### config.mk
export PLATFORM = sky130hd
export DESIGN_NAME = lpi_init_seq
export DESIGN_NICKNAME = d
export VERILOG_FILES = /design/src/verilog/lpi_pkg.sv /design/src/verilog/lpi_cmd_if.sv /design/src/verilog/lpi_ca_enc.sv /design/src/verilog/lpi_init_seq.sv
export VERILOG_INCLUDE_DIRS = /design/src /design/src/verilog
export SDC_FILE = /design/constraint.sdc
export NUM_CORES = 1
export LEC_CHECK = 0
export BUFFER_PORTS_ARGS = -buffer_cell sky130_fd_sc_hd__buf_2
export CAP_MARGIN = 20
export CORE_MARGIN = 1.5
export CORE_UTILIZATION = 52
export DETAILED_ROUTE_END_ITERATION = 16
export PLACE_DENSITY_LB_ADDON = 0.08
export SETUP_SLACK_MARGIN = 0.05
export SLEW_MARGIN = 20
export SYNTH_ARGS = -nofsm -noshare
export SYNTH_HDL_FRONTEND = slang
export SYNTH_HIERARCHICAL = 1
export SYNTH_SLANG_ARGS = --single-unit
### constraint.sdc
create_clock -name mclk -period 2.4 [get_ports mclk]
set_input_delay 0.36 -clock mclk [delete_from_list [all_inputs] [get_ports mclk]]
set_output_delay 0.36 -clock mclk [all_outputs]
set_load 0.02 [all_outputs]
### src/verilog/lpi_consts.svh
// Constants for the low-power DRAM power-up sequencer
`ifndef LPI_CONSTS_SVH
`define LPI_CONSTS_SVH
`define LPI_CLK_PERIOD_PS      32'd5000
`define LPI_RAMP_HOLD_NS       32'd100
`define LPI_CLK_STABLE_CYC     32'd5
`define LPI_POST_ENABLE_US     32'd200
`define LPI_POST_RESET_US      32'd1
`define LPI_MAX_SELF_INIT_US   32'd10
`define LPI_CAL_TIME_US        32'd1
`define LPI_CYC_NS(t)  (((t) * 32'd1000 + `LPI_CLK_PERIOD_PS - 32'd1) / `LPI_CLK_PERIOD_PS)
`define LPI_CYC_US(t)  (((t) * 32'd1000000 + `LPI_CLK_PERIOD_PS - 32'd1) / `LPI_CLK_PERIOD_PS)
`define LPI_MA_INFO            8'h00
`define LPI_MA_FEAT1           8'h01
`define LPI_MA_FEAT2           8'h02
`define LPI_MA_IOCFG           8'h03
`define LPI_MA_CAL             8'h0a
`define LPI_MA_TERM            8'h0b
`define LPI_MA_RESET           8'h3f
`define LPI_CAL_INIT_CODE      8'hff
`define LPI_BUSY_BIT           0
`endif

### src/verilog/lpi_pkg.sv
// Types for the low-power DRAM power-up sequencer
package lpi_pkg;
	typedef enum logic [2:0] {
		LPI_CMD_NOP,
		LPI_CMD_MRW,
		LPI_CMD_MRR,
		LPI_CMD_PREA
	} lpi_cmd_t;
	typedef enum logic [3:0] {
		LPI_ST_RAMP,
		LPI_ST_CKSTAB,
		LPI_ST_NOP1,
		LPI_ST_RESET,
		LPI_ST_NOP2,
		LPI_ST_POLL,
		LPI_ST_POLLWAIT,
		LPI_ST_CAL,
		LPI_ST_CALWAIT,
		LPI_ST_CFG,
		LPI_ST_DONE
	} lpi_state_t;
endpackage

### src/verilog/lpi_cmd_if.sv
// Command channel between sequencer and CA bus encoder
`timescale 1ns/1ps
interface lpi_cmd_if;
	logic                kind;
	logic                valid;
	lpi_pkg::lpi_cmd_t   cmd;
	logic [7:0]          addr;
	logic [7:0]          data;
	modport seq (output valid, output cmd, output addr, output data, input kind);
	modport enc (input valid, input cmd, input addr, input data, output kind);
endinterface

### src/verilog/lpi_ca_enc.sv
// Encodes one command into CA pin words and chip select
`timescale 1ns/1ps
module lpi_ca_enc
(
	input  wire logic       mclk,
	input  wire logic       rst,
	lpi_cmd_if.enc          cmdIf,
	output logic [9:0]      caRise,
	output logic [9:0]      caFall,
	output logic            csN
);
	typedef struct packed {
		logic [9:0] rise;
		logic [9:0] fall;
		logic       cs;
	} lpi_enc_t;
	lpi_enc_t r_q;
	lpi_enc_t r_d;
	assign cmdIf.kind = 1'b0;
	always_comb
	begin
		r_d = '{rise: 10'h3ff, fall: 10'h3ff, cs: 1'b0};
		if (cmdIf.valid)
		begin
			r_d.cs = 1'b1;
			unique case (cmdIf.cmd)
				lpi_pkg::LPI_CMD_MRW:
				begin
					r_d.rise = {cmdIf.addr[5:0], 4'h0};
					r_d.fall = {cmdIf.data, cmdIf.addr[7:6]};
				end
				lpi_pkg::LPI_CMD_MRR:
				begin
					r_d.rise = {cmdIf.addr[5:0], 4'h8};
					r_d.fall = {8'h00, cmdIf.addr[7:6]};
				end
				lpi_pkg::LPI_CMD_PREA:
				begin
					r_d.rise = 10'h01b;
					r_d.fall = 10'h000;
				end
				default:
				begin
					r_d.cs = 1'b0;
				end
			endcase
		end
	end
	always_ff @(posedge mclk)
	begin
		if (rst)
			r_q <= '{rise: 10'h3ff, fall: 10'h3ff, cs: 1'b0};
		else
			r_q <= r_d;
	end
	assign caRise = r_q.rise;
	assign caFall = r_q.fall;
	assign csN    = ~r_q.cs;
endmodule

### src/verilog/lpi_init_seq.sv
// Power-up and re-initialization sequencer driving the DRAM pins
`timescale 1ns/1ps
`include "lpi_consts.svh"
module lpi_init_seq
#(
	parameter int unsigned RAMP_HOLD_CYC  = `LPI_CYC_NS(`LPI_RAMP_HOLD_NS),
	parameter int unsigned CLK_STABLE_CYC = `LPI_CLK_STABLE_CYC,
	parameter int unsigned POST_EN_CYC    = `LPI_CYC_US(`LPI_POST_ENABLE_US),
	parameter int unsigned POST_RST_CYC   = `LPI_CYC_US(`LPI_POST_RESET_US),
	parameter int unsigned SELF_INIT_CYC  = `LPI_CYC_US(`LPI_MAX_SELF_INIT_US),
	parameter int unsigned CAL_CYC        = `LPI_CYC_US(`LPI_CAL_TIME_US),
	parameter int unsigned POLL_GAP_CYC   = 32,
	parameter int unsigned CNT_W          = 20
)
(
	input  wire logic       mclk,
	input  wire logic       rst,
	input  wire logic       suppliesOk,
	input  wire logic       usePolling,
	input  wire logic       reinitReq,
	input  wire logic       calGrant,
	input  wire logic       termLevel,
	input  wire logic [7:0] feat1Val,
	input  wire logic [7:0] feat2Val,
	input  wire logic [7:0] ioCfgVal,
	input  wire logic       readValid,
	input  wire logic [7:0] readData,
	output logic            clkEnable,
	output logic            memClkRun,
	output logic            csN,
	output logic [9:0]      caRise,
	output logic [9:0]      caFall,
	output logic            termOut,
	output logic            calReq,
	output logic            initDone,
	output logic            busyFlagSeen
);
	// Read-back pins and the supply monitor arrive from outside the clock domain
	logic       supOkS1;
	logic       supOkS2;
	logic       rdValidS1;
	logic       rdValidS2;
	logic [7:0] rdDataS1;
	logic [7:0] rdDataS2;

	typedef struct packed {
		lpi_pkg::lpi_state_t st;
		logic [CNT_W-1:0]    cnt;
		logic [CNT_W-1:0]    initCnt;
		logic [1:0]          cfgIdx;
		logic                cke;
		logic                clkRun;
		logic                term;
		logic                cal;
		logic                done;
		logic                busy;
		logic                pollOut;
	} lpi_seq_t;

	lpi_seq_t s_q;
	lpi_seq_t s_d;
	lpi_cmd_if cmdIf ();

	always_ff @(posedge mclk)
	begin
		if (rst)
		begin
			supOkS1   <= 1'b0;
			supOkS2   <= 1'b0;
			rdValidS1 <= 1'b0;
			rdValidS2 <= 1'b0;
			rdDataS1  <= 8'h00;
			rdDataS2  <= 8'h00;
		end
		else
		begin
			supOkS1   <= suppliesOk;
			supOkS2   <= supOkS1;
			rdValidS1 <= readValid;
			rdValidS2 <= rdValidS1;
			rdDataS1  <= readData;
			rdDataS2  <= rdDataS1;
		end
	end

	always_comb
	begin
		s_d          = s_q;
		cmdIf.valid  = 1'b0;
		cmdIf.cmd    = lpi_pkg::LPI_CMD_NOP;
		cmdIf.addr   = 8'h00;
		cmdIf.data   = 8'h00;
		if (s_q.cnt != '0)
			s_d.cnt = s_q.cnt - 1'b1;
		if (s_q.initCnt != '0)
			s_d.initCnt = s_q.initCnt - 1'b1;
		unique case (s_q.st)
			lpi_pkg::LPI_ST_RAMP:
			begin
				s_d.cke = 1'b0;
				if (!supOkS2)
					s_d.cnt = CNT_W'(RAMP_HOLD_CYC);
				else if (s_q.cnt == '0)
				begin
					s_d.clkRun = 1'b1;
					s_d.cnt    = CNT_W'(CLK_STABLE_CYC);
					s_d.st     = lpi_pkg::LPI_ST_CKSTAB;
				end
			end
			lpi_pkg::LPI_ST_CKSTAB:
			begin
				if (s_q.cnt == '0)
				begin
					s_d.cke  = 1'b1;
					s_d.term = termLevel;
					s_d.cnt  = CNT_W'(POST_EN_CYC);
					s_d.st   = lpi_pkg::LPI_ST_NOP1;
				end
			end
			lpi_pkg::LPI_ST_NOP1:
			begin
				if (s_q.cnt == '0)
				begin
					cmdIf.valid = 1'b1;
					cmdIf.cmd   = lpi_pkg::LPI_CMD_PREA;
					s_d.st      = lpi_pkg::LPI_ST_RESET;
				end
			end
			lpi_pkg::LPI_ST_RESET:
			begin
				cmdIf.valid = 1'b1;
				cmdIf.cmd   = lpi_pkg::LPI_CMD_MRW;
				cmdIf.addr  = `LPI_MA_RESET;
				s_d.cnt     = CNT_W'(POST_RST_CYC);
				s_d.initCnt = CNT_W'(SELF_INIT_CYC);
				// Busy is armed here so a clear left from an earlier run cannot skip the wait
				s_d.busy    = 1'b1;
				s_d.done    = 1'b0;
				s_d.st      = lpi_pkg::LPI_ST_NOP2;
			end
			lpi_pkg::LPI_ST_NOP2:
			begin
				if (s_q.cnt == '0)
					s_d.st = lpi_pkg::LPI_ST_POLL;
			end
			lpi_pkg::LPI_ST_POLL:
			begin
				// Only reads here; a fixed wait covers the polling-disabled case
				if (s_q.initCnt == '0 || !s_q.busy)
				begin
					// No CA training: calibration follows the idle state directly
					s_d.st = lpi_pkg::LPI_ST_CAL;
				end
				// Reads are legal only while the system runs the boot clock in range
				else if (usePolling)
				begin
					cmdIf.valid = 1'b1;
					cmdIf.cmd   = lpi_pkg::LPI_CMD_MRR;
					cmdIf.addr  = `LPI_MA_INFO;
					s_d.cnt     = CNT_W'(POLL_GAP_CYC);
					s_d.pollOut = 1'b1;
					s_d.st      = lpi_pkg::LPI_ST_POLLWAIT;
				end
			end
			lpi_pkg::LPI_ST_POLLWAIT:
			begin
				if (s_q.pollOut && rdValidS2)
				begin
					s_d.busy    = rdDataS2[`LPI_BUSY_BIT];
					s_d.pollOut = 1'b0;
				end
				// The gap must cover the read burst and its return path; pollOut stays set, so a later answer can be taken for the next read
				if (s_q.cnt == '0)
					s_d.st = lpi_pkg::LPI_ST_POLL;
			end
			lpi_pkg::LPI_ST_CAL:
			begin
				// Request stays up through the grant until the calibration wait ends
				s_d.cal = 1'b1;
				if (calGrant && s_q.cal)
				begin
					cmdIf.valid = 1'b1;
					cmdIf.cmd   = lpi_pkg::LPI_CMD_MRW;
					cmdIf.addr  = `LPI_MA_CAL;
					cmdIf.data  = `LPI_CAL_INIT_CODE;
					s_d.cnt     = CNT_W'(CAL_CYC);
					s_d.st      = lpi_pkg::LPI_ST_CALWAIT;
				end
			end
			lpi_pkg::LPI_ST_CALWAIT:
			begin
				if (s_q.cnt == '0)
				begin
					s_d.cal    = 1'b0;
					s_d.cfgIdx = 2'd0;
					s_d.st     = lpi_pkg::LPI_ST_CFG;
				end
			end
			lpi_pkg::LPI_ST_CFG:
			begin
				cmdIf.valid = 1'b1;
				cmdIf.cmd   = lpi_pkg::LPI_CMD_MRW;
				// Training and leveling entries are never written, so no exit write is owed
				unique case (s_q.cfgIdx)
					2'd0:
					begin
						cmdIf.addr = `LPI_MA_FEAT1;
						cmdIf.data = feat1Val;
					end
					2'd1:
					begin
						cmdIf.addr = `LPI_MA_FEAT2;
						cmdIf.data = feat2Val;
					end
					default:
					begin
						cmdIf.addr = `LPI_MA_IOCFG;
						cmdIf.data = ioCfgVal;
					end
				endcase
				s_d.cfgIdx = s_q.cfgIdx + 2'd1;
				if (s_q.cfgIdx == 2'd2)
				begin
					s_d.done = 1'b1;
					s_d.st   = lpi_pkg::LPI_ST_DONE;
				end
			end
			lpi_pkg::LPI_ST_DONE:
			begin
				if (reinitReq)
					s_d.st = lpi_pkg::LPI_ST_RESET;
			end
			default:
			begin
				s_d.st = lpi_pkg::LPI_ST_RAMP;
			end
		endcase
	end

	always_ff @(posedge mclk)
	begin
		if (rst)
		begin
			s_q    <= '0;
			s_q.st <= lpi_pkg::LPI_ST_RAMP;
		end
		else
			s_q <= s_d;
	end

	// Encoder registers the command, so the pins lag the issuing state by one cycle
	lpi_ca_enc u_enc
	(
		.mclk   (mclk),
		.rst    (rst),
		.cmdIf  (cmdIf),
		.caRise (caRise),
		.caFall (caFall),
		.csN    (csN)
	);

	// All status outputs come straight from the state register; csN and the CA words come from the encoder register
	assign clkEnable    = s_q.cke;
	assign memClkRun    = s_q.clkRun;
	assign termOut      = s_q.term;
	assign calReq       = s_q.cal;
	assign initDone     = s_q.done;
	assign busyFlagSeen = s_q.busy;

	// Checks of the power-up order on the pins and on the sequencer state
	ramp_cke_low_a: assert property (@(posedge mclk) disable iff (rst)
		(s_q.st == lpi_pkg::LPI_ST_RAMP) |-> !clkEnable)
		else $error("enable high during ramp hold");

	stable_clk_a: assert property (@(posedge mclk) disable iff (rst)
		$rose(clkEnable) |-> $past(memClkRun, 5))
		else $error("enable raised before clock stable");

	cke_held_a: assert property (@(posedge mclk) disable iff (rst)
		clkEnable |=> clkEnable)
		else $error("enable dropped after rising");

	term_static_a: assert property (@(posedge mclk) disable iff (rst)
		(clkEnable && $past(clkEnable)) |-> $stable(termOut))
		else $error("termination input changed during init");

	term_capture_a: assert property (@(posedge mclk) disable iff (rst)
		$rose(clkEnable) |-> (termOut == $past(termLevel)))
		else $error("termination level not captured at enable");

	nop_after_en_a: assert property (@(posedge mclk) disable iff (rst)
		$rose(clkEnable) |-> csN [*8])
		else $error("command issued during enable NOP window");

	nop1_quiet_a: assert property (@(posedge mclk) disable iff (rst)
		(s_q.st == lpi_pkg::LPI_ST_NOP1 && s_q.cnt != '0) |=> csN)
		else $error("command issued before enable wait ended");

	reset_order_a: assert property (@(posedge mclk) disable iff (rst)
		(s_q.st == lpi_pkg::LPI_ST_RESET)
		|-> ($past(s_q.st) == lpi_pkg::LPI_ST_NOP1 || $past(s_q.st) == lpi_pkg::LPI_ST_DONE))
		else $error("reset command out of order");

	reset_nop_a: assert property (@(posedge mclk) disable iff (rst)
		(s_q.st == lpi_pkg::LPI_ST_NOP2) |=> csN)
		else $error("command issued during post-reset NOP window");

	busy_armed_a: assert property (@(posedge mclk) disable iff (rst)
		(s_q.st == lpi_pkg::LPI_ST_NOP2) |-> busyFlagSeen)
		else $error("busy flag not armed after reset command");

	poll_read_a: assert property (@(posedge mclk) disable iff (rst)
		((s_q.st == lpi_pkg::LPI_ST_POLL || s_q.st == lpi_pkg::LPI_ST_POLLWAIT) && !csN)
		|-> caRise[3:0] == 4'h8)
		else $error("non-read command before self-init done");

	poll_gap_a: assert property (@(posedge mclk) disable iff (rst)
		(s_q.st == lpi_pkg::LPI_ST_POLLWAIT && s_q.cnt != '0) |=> csN)
		else $error("command issued while a read returns");

	cal_idle_a: assert property (@(posedge mclk) disable iff (rst)
		(cmdIf.valid && cmdIf.addr == `LPI_MA_CAL) |-> (!busyFlagSeen || s_q.initCnt == '0))
		else $error("calibration issued before device idle");

	cal_grant_a: assert property (@(posedge mclk) disable iff (rst)
		(cmdIf.valid && cmdIf.addr == `LPI_MA_CAL) |-> calGrant && calReq)
		else $error("calibration issued without grant");

	cal_wait_a: assert property (@(posedge mclk) disable iff (rst)
		(s_q.st == lpi_pkg::LPI_ST_CALWAIT) |=> csN)
		else $error("command issued during calibration wait");

	cfg_order_a: assert property (@(posedge mclk) disable iff (rst)
		$fell(calReq) |=> (s_q.st == lpi_pkg::LPI_ST_CFG) ##3 initDone)
		else $error("configuration writes not completed");

	done_after_cfg_a: assert property (@(posedge mclk) disable iff (rst)
		$rose(initDone) |-> $past(s_q.st) == lpi_pkg::LPI_ST_CFG)
		else $error("init done without configuration writes");

	reinit_restart_a: assert property (@(posedge mclk) disable iff (rst)
		(s_q.st == lpi_pkg::LPI_ST_DONE && reinitReq) |=> ##1 (!csN && caRise == 10'h3f0))
		else $error("re-init did not restart at reset command");
endmodule

==> out/results.ini, run 1 <==
[clocking]
htree_levels=3
numCtsBuffers=9
cts_root_buf=clkbuf_8
cts_tree=done
insertion_delay_ns=0.35
clock_path_buffers=2
cts_num_sinks=79
clkTransAtPathRegs_ns=0.08
cts_hold_buf=0

[logic_synthesis]
syn_avg_cell_area_um2=8.256
synth_warnings=6
syn_inst=533
netlist_area_mm2=0.004400

[route]
routedWlPerCell_um=15.07
routed_wirelength_mm=11.03
drcViolationCount=0
vias=4145
route.antenna.remaining_nets=0
dr.pass1.iters=5
drt_iter0_markers=223
viasPerCell=5.663

[die]
fp.dieW_um=94.99
core-area_mm2=0.008217
rows=33
dieArea_mm2=0.009023
pin_count=67
die_h_um=94.99
initial_core_util_pct=53.56

[final_layout]
area_growth_syn_to_layout_pct=20.81
antennaDiodeCount=0
nNetsFinal=670
largest_register_ffs=47
seq_area_mm2=0.001583
regMostFlops=s_q
drive_above_1_share_pct=26.63
multi_input_area_mm2=0.002540
fillers=744
utilization_pct=64.70

[global_route]
grt_max_degree=31
grt_first_pass_wirelength_mm=17.96
grt_use_total_pct=25.50
grt-ovfl-total=0
antenna_found_initial=0
grt_pass1_vias=3757

[power_and_ir_drop]
p_total_w=0.004087
combPwrFrac_pct=35.3
ir_drop_v=0.0004408
power.switching_w=0.001413
power.leakage_nw=2.171
p_clk_share_pct=26.5
powerDensity_mw_per_mm2=768.7
intPower_w=0.002674
seq_power_share_pct=38.2
switching_share_pct=34.57

[timing]
clock_skew_ns=0.009223
drv_slew=0
worst_pin_slew_ns=0.5985
final.period_utilization_pct=97.48
max_freq_mhz=427.5
period_minus_slack_ns=2.339
rsz0062_at_grt=true
setup_viol_count_final=0
finalHoldViolCount=0
max_slew_margin_pct=60.05
setup_ws_ns=0.06058
hold_ws_ns=0.2128

[worst_setup_path]
crit_path_start_kind=flop
critPathRequiredTime_ns=2.65
arrival_ns=2.59
cp_max_fo=8
criticalPathCategory=reg2reg
endpoint_kind=flop

[worst_hold_path]
hold_path.class=in2reg

[job]
maxCapViolCount=0

[outcome]
status=completed

[place]
routabilityCongestion=0.8759
post-place-ws_ns=-0.08927
portBuffers=59
hpwl_mm=8.207

==> repair_timing <==
action,4_1_cts,5_1_grt
gates resized for setup,4,2
buffers inserted,1,0
pin swaps,2,1
setup endpoints to repair,9,10
hold endpoints to repair,0,0
==> final timing paths <==
check                                start         endpoint  cells past startpoint  slack [ns]
worst min-delay path            suppliesOk          supOkS1                      2        0.21
worst max-delay path               s_q[45]  u_enc/caRise[9]                      7        0.06
worst min register to register   rdValidS1        rdValidS2                      1        0.44
worst max register to register     s_q[45]  u_enc/caRise[9]                      7        0.06
==> cells in the final DEF, fill, tap and decap left out, types with 5 or more instances in the layout <==
master    count
a211oi_1      5
a21o_1       11
a21oi_1      36
a22o_1        9
a31oi_1       6
buf_2        59
buf_4        65
clkbuf_8      9
dfxtp_1      78
ha_1          8
inv_1        11
mux2i_1       8
nand2_1      33
nand3_1      14
nand3b_1      6
nand4_1       9
nor2_1       41
nor2b_1      22
nor3_1       26
nor4_1       16
o211ai_1      6
o21ai_0      31
o21bai_1      7
or3_1         8
or4_1         5
xnor2_1       8
xor2_1       15
==> critical path: stages, from the launching register on <==
cell and delay (ns):
dfxtp_1 0.32, or4_4 0.56, nor3_4 0.24, a21oi_2 0.11, o311ai_2 0.24, nand2b_1 0.16, or3b_4 0.44, a21o_1 0.17
==> metal layers <==
metal	global-route usage, %	share of wire, %	up-vias
met5	0	0	-
met4	10.07	1.9	0
met3	3.865	4.4	19
met2	42.86	49	107
met1	32.58	45	1918
li1	-	-	2101
==> power groups by stage <==
stage,clock network [W],registers (W),logic [W]
6_report,0.00108,0.00156,0.00144
5_1_grt,0.00116,0.00158,0.00160
4_1_cts,0.00111,0.00156,0.00143
3_5_place_dp,0,0.00159,0.00142
3_3_place_gp,0,0.00158,0.00139
2_1_floorplan,0,0.00157,0.000961
==> stage by stage <==
step	setup TNS, ns	std cells	cell area (um2)
2_1_floorplan	-0.9031	536	4431
4_1_cts	0	732	5306
3_3_place_gp	-0.2129	715	5072
6_report	0	732	5316
3_5_place_dp	-0.5754	715	5072
5_1_grt	-0.1312	732	5316
==> area by class of cell <==
cell class                 count  share of cell area (%)
inverter                      12                  0.8473
timing repair buffer         125                   15.11
multi-input combinational    395                   47.78
clock inverter                 5                   1.553
tap                          105                   2.471
clock buffer                  11                   2.471
sequential                    79                   29.77
(Power assumes the default switching activity.)
==> run 2, diff against run 1 <==
--- a/config.mk
+++ b/config.mk
@@ -6,11 +6,11 @@
 export SDC_FILE = /design/constraint.sdc
 export NUM_CORES = 1
 export LEC_CHECK = 0
-export BUFFER_PORTS_ARGS = -buffer_cell sky130_fd_sc_hd__buf_2
 export CAP_MARGIN = 20
 export CORE_MARGIN = 1.5
-export CORE_UTILIZATION = 52
+export CORE_UTILIZATION = 58
 export DETAILED_ROUTE_END_ITERATION = 16
+export DONT_BUFFER_PORTS = 1
 export PLACE_DENSITY_LB_ADDON = 0.08
 export SETUP_SLACK_MARGIN = 0.05
 export SLEW_MARGIN = 20
==> run 2 against run 1 <==
Compared with the run above:
- critical path depth did not move
- register-to-register slack got worse by 0.04 ns
- sequential share of layout area rose by 1.6 points
- sequential power barely moved
- fmax fell by 1.8%
- total power rose by 1.2%
- non-clock buffer count fell by 57
- critical path type unchanged
- critical endpoint is now u_enc/caRise[7]
- highest routed layer unchanged
==> out/results.ini, run 2 (synthesized netlist as in run 1, its figures left out) <==
[global_route]
grt_pass1_vias=3869  ; was 3757
grt-ovfl-total=0  ; unchanged
antenna_found_initial=0  ; unchanged
grt_use_total_pct=27.26  ; was 25.50%
grt_max_degree=46  ; was 31
grt_first_pass_wirelength_mm=18.26  ; was 17.96 mm

[worst_setup_path]
arrival_ns=2.63  ; was 2.59 ns
criticalPathCategory=reg2reg  ; unchanged
reg2reg_setup_slack_ns=0.02  ; was 0.06 ns
r2r_end=u_enc/caRise[7]  ; was u_enc/caRise[9]
reg2reg_depth=7  ; unchanged
critPathRequiredTime_ns=2.64  ; was 2.65 ns
r2r_start=s_q[45]  ; unchanged
crit_path_start_kind=flop  ; unchanged
cp_max_fo=8  ; unchanged
endpoint_kind=flop  ; unchanged

[place]
post-place-ws_ns=-0.1096  ; was -0.08927 ns
hpwl_mm=7.921  ; was 8.207 mm
placedCellCount=650  ; was 715
portBuffers=0  ; was 59
routabilityCongestion=0.8973  ; was 0.8759

[clocking]
insertion_delay_ns=0.35  ; about the same
htree_levels=3  ; unchanged
clkTransAtPathRegs_ns=0.08  ; about the same
cts_hold_buf=0  ; unchanged
cts_root_buf=clkbuf_8  ; unchanged
cts_num_sinks=79  ; unchanged
cts_tree=done  ; unchanged
numCtsBuffers=9  ; unchanged
clock_path_buffers=2  ; unchanged

[worst_hold_path]
min_from=rst  ; was suppliesOk
hold_path.class=in2reg  ; unchanged
min_to=s_q[8]  ; was supOkS1
hold_depth=1  ; was 2

[route]
routed_wirelength_mm=10.98  ; was 11.03 mm
viasPerCell=6.102  ; was 5.663
vias=4070  ; was 4145
routedWlPerCell_um=16.47  ; was 15.07 um
drcViolationCount=0  ; unchanged
dr.pass1.iters=6  ; was 5
route.antenna.remaining_nets=0  ; unchanged
drt_iter0_markers=261  ; was 223

[die]
core-area_mm2=0.007292  ; was 0.008217 mm2
dieArea_mm2=0.008119  ; was 0.009023 mm2
pin_count=67  ; unchanged
initial_core_util_pct=60.35  ; was 53.56%
die_h_um=90.11  ; was 94.99 um
rows=31  ; was 33
fp.dieW_um=90.11  ; was 94.99 um

[timing]
hold_ws_ns=0.07821  ; was 0.2128 ns
period_minus_slack_ns=2.383  ; was 2.339 ns
worst_pin_slew_ns=0.5949  ; was 0.5985 ns
setup_tns_ns=0  ; unchanged
max_freq_mhz=419.7  ; was 427.5 MHz
clock_skew_ns=0.01346  ; was 0.009223 ns
setup_ws_ns=0.01738  ; was 0.06058 ns
final.period_utilization_pct=99.28  ; was 97.48%
finalHoldViolCount=0  ; unchanged
rsz0062_at_grt=true  ; unchanged
drv_slew=0  ; unchanged
setup_viol_count_final=0  ; unchanged
max_slew_margin_pct=59.97  ; was 60.05%

[power_and_ir_drop]
power.switching_w=0.001361  ; was 0.001413 W
ir_drop_v=0.0004792  ; was 0.0004408 V
combPwrFrac_pct=33.9  ; was 35.3%
intPower_w=0.002774  ; was 0.002674 W
p_clk_share_pct=28.2  ; was 26.5%
power.leakage_nw=2.001  ; was 2.171 nW
powerDensity_mw_per_mm2=818.7  ; was 768.7 mW/mm2
seq_power_share_pct=37.8  ; was 38.2%
switching_share_pct=32.92  ; was 34.57%

[final_layout]
multi_input_area_mm2=0.002542  ; was 0.002540 mm2
drive_above_1_share_pct=19.72  ; was 26.63%
area_growth_syn_to_layout_pct=14.79  ; was 20.81%
instances_no_fill=667  ; was 732
nNetsFinal=613  ; was 670
final_common_cell=dfxtp_1  ; unchanged
regMostFlops=s_q  ; unchanged
final_cell_mix=dfxtp_1 (77), buf_4 (67), nor2_1 (41)  ; was dfxtp_1 (78), buf_4 (65), buf_2 (59)
largest_register_ffs=47  ; unchanged
seq_area_mm2=0.001584  ; was 0.001583 mm2
fillers=622  ; was 744
antennaDiodeCount=0  ; unchanged
utilization_pct=69.27  ; was 64.70%

[job]
maxCapViolCount=0  ; unchanged

[outcome]
status=completed  ; unchanged

==> run 2: cell count changes in the layout (fill, tap and decap cells not counted), moves of 2 or more <==
cell,change
buf_2,-59
buf_4,+2
clkbuf_1,-2
clkinvlp_4,-3
==> run 2: power groups by stage <==
stage,registers (W),logic (W),clock network [W]
finish,0.00156,0.00140,0.00117
global route,0.00159,0.00156,0.00124
CTS,0.00156,0.00139,0.00118
detailed placement,0.00159,0.00138,0
global placement,0.00158,0.00134,0
floorplan,0.00157,0.000961,0
==> run 2: what timing repair did <==
item,4_1_cts,5_1_grt
gates cloned,0,0
endpoints found under the setup margin,8,28
buffers inserted,1,2
pin swaps,2,2
resized for setup,5,3
==> run 2: worst max-delay path, stage by stage (launching register included) <==
cell,delay (ns)
dfxtp_1,0.31
or4_4,0.56
nor3_4,0.26
a21oi_2,0.12
o311ai_2,0.25
nand2b_1,0.16
or3b_4,0.44
a21o_1,0.18
==> run 2: worst max path at each step <==
stage / from / cells after the start / end
global route: s_q[38] / 7 / u_enc/caRise[8]
CTS: s_q[38] / 7 / u_enc/caRise[7]
finish: s_q[45] / 7 / u_enc/caRise[7]
detailed placement: s_q[29] / 9 / u_enc/caRise[7]
global placement: s_q[29] / 9 / u_enc/caRise[7]
floorplan: s_q[41] / 9 / u_enc/caRise[8]
==> run 2: metrics by stage <==
step	instance area [um2]	power, W
2_1_floorplan	4431	0.002528
3_3_place_gp	4770	0.002925
3_5_place_dp	4770	0.002967
4_1_cts	5024	0.004132
5_1_grt	5051	0.004387
6_report	5051	0.004135
==> run 2: per-layer routing <==
metal  global-route usage, %  routed length (um)  vias up
li1                        -                   -     1985
met4                   10.45                 237        0
met1                   34.04                4760     1902
met3                   5.076                 604       26
met2                   46.46                5382      157
met5                       0                   0        -
==> run 2: final cells by class <==
| class | instances | share of cell area (%) |
|---|---|---|
| multi-input cells | 395 | 50.33 |
| flip-flops and latches | 79 | 31.36 |
| repair buffers | 68 | 10.35 |
| clock buffers | 10 | 2.725 |
| well taps | 99 | 2.452 |
| clock inverters | 4 | 1.883 |
| inverters | 12 | 0.8918 |
==> run 3, diff against run 2 <==
--- a/config.mk
+++ b/config.mk
@@ -8,7 +8,7 @@
 export LEC_CHECK = 0
 export CAP_MARGIN = 20
 export CORE_MARGIN = 1.5
-export CORE_UTILIZATION = 58
+export CORE_UTILIZATION = 35
 export DETAILED_ROUTE_END_ITERATION = 16
 export DONT_BUFFER_PORTS = 1
 export PLACE_DENSITY_LB_ADDON = 0.08
==> run 3 against run 2 <==
Compared with the run above:
- utilization is 26 points lower
- clock skew is 0.0081 ns lower
- final area is 4.8% higher
- clock power is 22% higher
- register-to-register slack hardly changed
- cell count is 12% higher
==> out/results.ini, run 3 (synthesized netlist as in run 1, its figures left out) <==
[worst_setup_path]
critPathRequiredTime_ns=2.63  ; was 2.64 ns
cp_max_fo=8  ; unchanged
criticalPathCategory=reg2reg  ; unchanged
arrival_ns=2.63  ; about the same
crit_path_start_kind=flop  ; unchanged
endpoint_kind=flop  ; unchanged
critPathBufInv=0  ; unchanged
crit_chain=or4_4 > nor3_4 > a21oi_2 > o311ai_4 > nand2b_1 > or3b_4 > a21o_1  ; was or4_4 > nor3_4 > a21oi_2 > o311ai_2 > nand2b_1 > or3b_4 > a21o_1
critPathTopFamily=simple AND/OR/NAND/NOR gates  ; unchanged
slowest_stage=or4_4  ; unchanged
reg2reg_setup_slack_ns=0.007  ; was 0.02 ns
slowest_delay_ns=0.57  ; was 0.56 ns

[die]
rows=40  ; was 31
die_h_um=115.1  ; was 90.11 um
fp.dieW_um=115.1  ; was 90.11 um
pin_count=67  ; unchanged
dieArea_mm2=0.01325  ; was 0.008119 mm2
initial_core_util_pct=36.18  ; was 60.35%
core-area_mm2=0.01216  ; was 0.007292 mm2

[route]
viasPerCell=5.293  ; was 6.102
drcViolationCount=0  ; unchanged
vias=3959  ; was 4070
drt_iter0_markers=246  ; was 261
dr.pass1.iters=5  ; was 6
routedWlPerCell_um=15.99  ; was 16.47 um
routed_wirelength_mm=11.96  ; was 10.98 mm
route.antenna.remaining_nets=0  ; unchanged

[final_layout]
largest_register_ffs=47  ; unchanged
utilization_pct=43.51  ; was 69.27%
final_cell_mix=dfxtp_1 (78), buf_4 (75), nor2_1 (41)  ; was dfxtp_1 (77), buf_4 (67), nor2_1 (41)
final_common_cell=dfxtp_1  ; unchanged
fillers=1252  ; was 622
nNetsFinal=623  ; was 613
instances_no_fill=748  ; was 667
antennaDiodeCount=0  ; unchanged
regMostFlops=s_q  ; unchanged
area_growth_syn_to_layout_pct=20.24  ; was 14.79%
drive_above_1_share_pct=20.86  ; was 19.72%

[clocking]
clock_path_buffers=2  ; unchanged
cts_tree=done  ; unchanged
insertion_delay_ns=0.34  ; was 0.35 ns
clkTransAtPathRegs_ns=0.06  ; was 0.08 ns
numCtsBuffers=9  ; unchanged
cts_root_buf=clkbuf_16  ; was clkbuf_8
cts_num_sinks=79  ; unchanged
htree_levels=3  ; unchanged

[global_route]
grt_max_degree=46  ; unchanged
grt_use_total_pct=19.41  ; was 27.26%
grt-ovfl-total=0  ; unchanged
antenna_found_initial=0  ; unchanged
grt_first_pass_wirelength_mm=20.04  ; was 18.26 mm
grt_pass1_vias=3925  ; was 3869

[job]
maxCapViolCount=0  ; unchanged

[timing]
period_minus_slack_ns=2.393  ; was 2.383 ns
worst_pin_slew_ns=0.6149  ; was 0.5949 ns
max_slew_margin_pct=58.63  ; was 59.97%
clock_skew_ns=0.005364  ; was 0.01346 ns
finalHoldViolCount=0  ; unchanged
max_freq_mhz=417.8  ; was 419.7 MHz
setup_viol_count_final=0  ; unchanged
final.period_utilization_pct=99.73  ; was 99.28%
rsz0062_at_grt=true  ; unchanged
drv_slew=0  ; unchanged
hold_ws_ns=0.08900  ; was 0.07821 ns

[worst_hold_path]
hold_path.class=in2reg  ; unchanged

[power_and_ir_drop]
ir_drop_v=0.0004052  ; was 0.0004792 V
powerDensity_mw_per_mm2=835.5  ; was 818.7 mW/mm2
p_total_w=0.004421  ; was 0.004135 W
power.leakage_nw=2.085  ; was 2.001 nW

[outcome]
status=completed  ; unchanged

[place]
portBuffers=0  ; unchanged
hpwl_mm=8.879  ; was 7.921 mm
placedCellCount=731  ; was 650
routabilityCongestion=0.8380  ; was 0.8973

==> run 3: cell types whose count changed in the layout (fill, tap and decap cells not counted), moves of 3 or more <==
cell       change
clkbuf_16      +9
clkinv_2       +3
clkbuf_8      -10
buf_4          +8
buf_6          +3
==> run 3: final timing paths <==
check | depth (start not counted) | endpoint | start
hold / removal | 1 | rdDataS2[0] | rst
setup / recovery | 7 | u_enc/caRise[8] | s_q[45]
setup reg to reg | 7 | u_enc/caRise[8] | s_q[45]
hold reg to reg | 1 | rdDataS2[0] | rdDataS1[0]
==> run 3: routing by layer <==
layer | global-route usage (%) | share of wire [%] | vias to the layer above | wire length, um
li1 | - | - | 2004 | -
met1 | 25.32 | 46 | 1880 | 5506
met2 | 32.22 | 49 | 63 | 5813
met3 | 5.324 | 4.1 | 12 | 495
met4 | 4.115 | 1.2 | 0 | 142
met5 | 0 | 0 | - | 0
==> run 3: area by class of cell <==
class | instances | area, um2 | share of cell area (%)
repair buffers | 78 | 596.8 | 11.28
well taps | 168 | 210.2 | 3.973
clock buffers | 9 | 225.2 | 4.256
clock inverters | 7 | 87.58 | 1.655
flip-flops and latches | 79 | 1583 | 29.91
multi-input cells | 395 | 2544 | 48.07
inverters | 12 | 45.04 | 0.8513
==> run 3: timing repair <==
item,4_1_cts,5_1_grt
pin swaps,1,0
setup endpoints to repair,8,16
hold buffers,0,0
gates resized for setup,4,5
buffers inserted,1,0
==> run 3: stage by stage <==
| step | setup TNS, ns | area (um2) | setup WS, ns |
|---|---|---|---|
| 2_1_floorplan | -0.9031 | 4431 | -0.1284 |
| 3_3_place_gp | -0.1276 | 4933 | -0.01958 |
| 3_5_place_dp | -0.4247 | 4933 | -0.06602 |
| 4_1_cts | 0 | 5266 | 0.01455 |
| 5_1_grt | -0.3653 | 5291 | -0.05594 |
| 6_report | 0 | 5291 | 0.006545 |
==> run 3: report_power, final <==
| group | internal [W] | switching (W) | total (W) |
|---|---|---|---|
| Combinational | 0.000651 | 0.000786 | 0.00144 |
| Sequential | 0.00144 | 0.000113 | 0.00155 |
| Clock | 0.000902 | 0.000532 | 0.00143 |
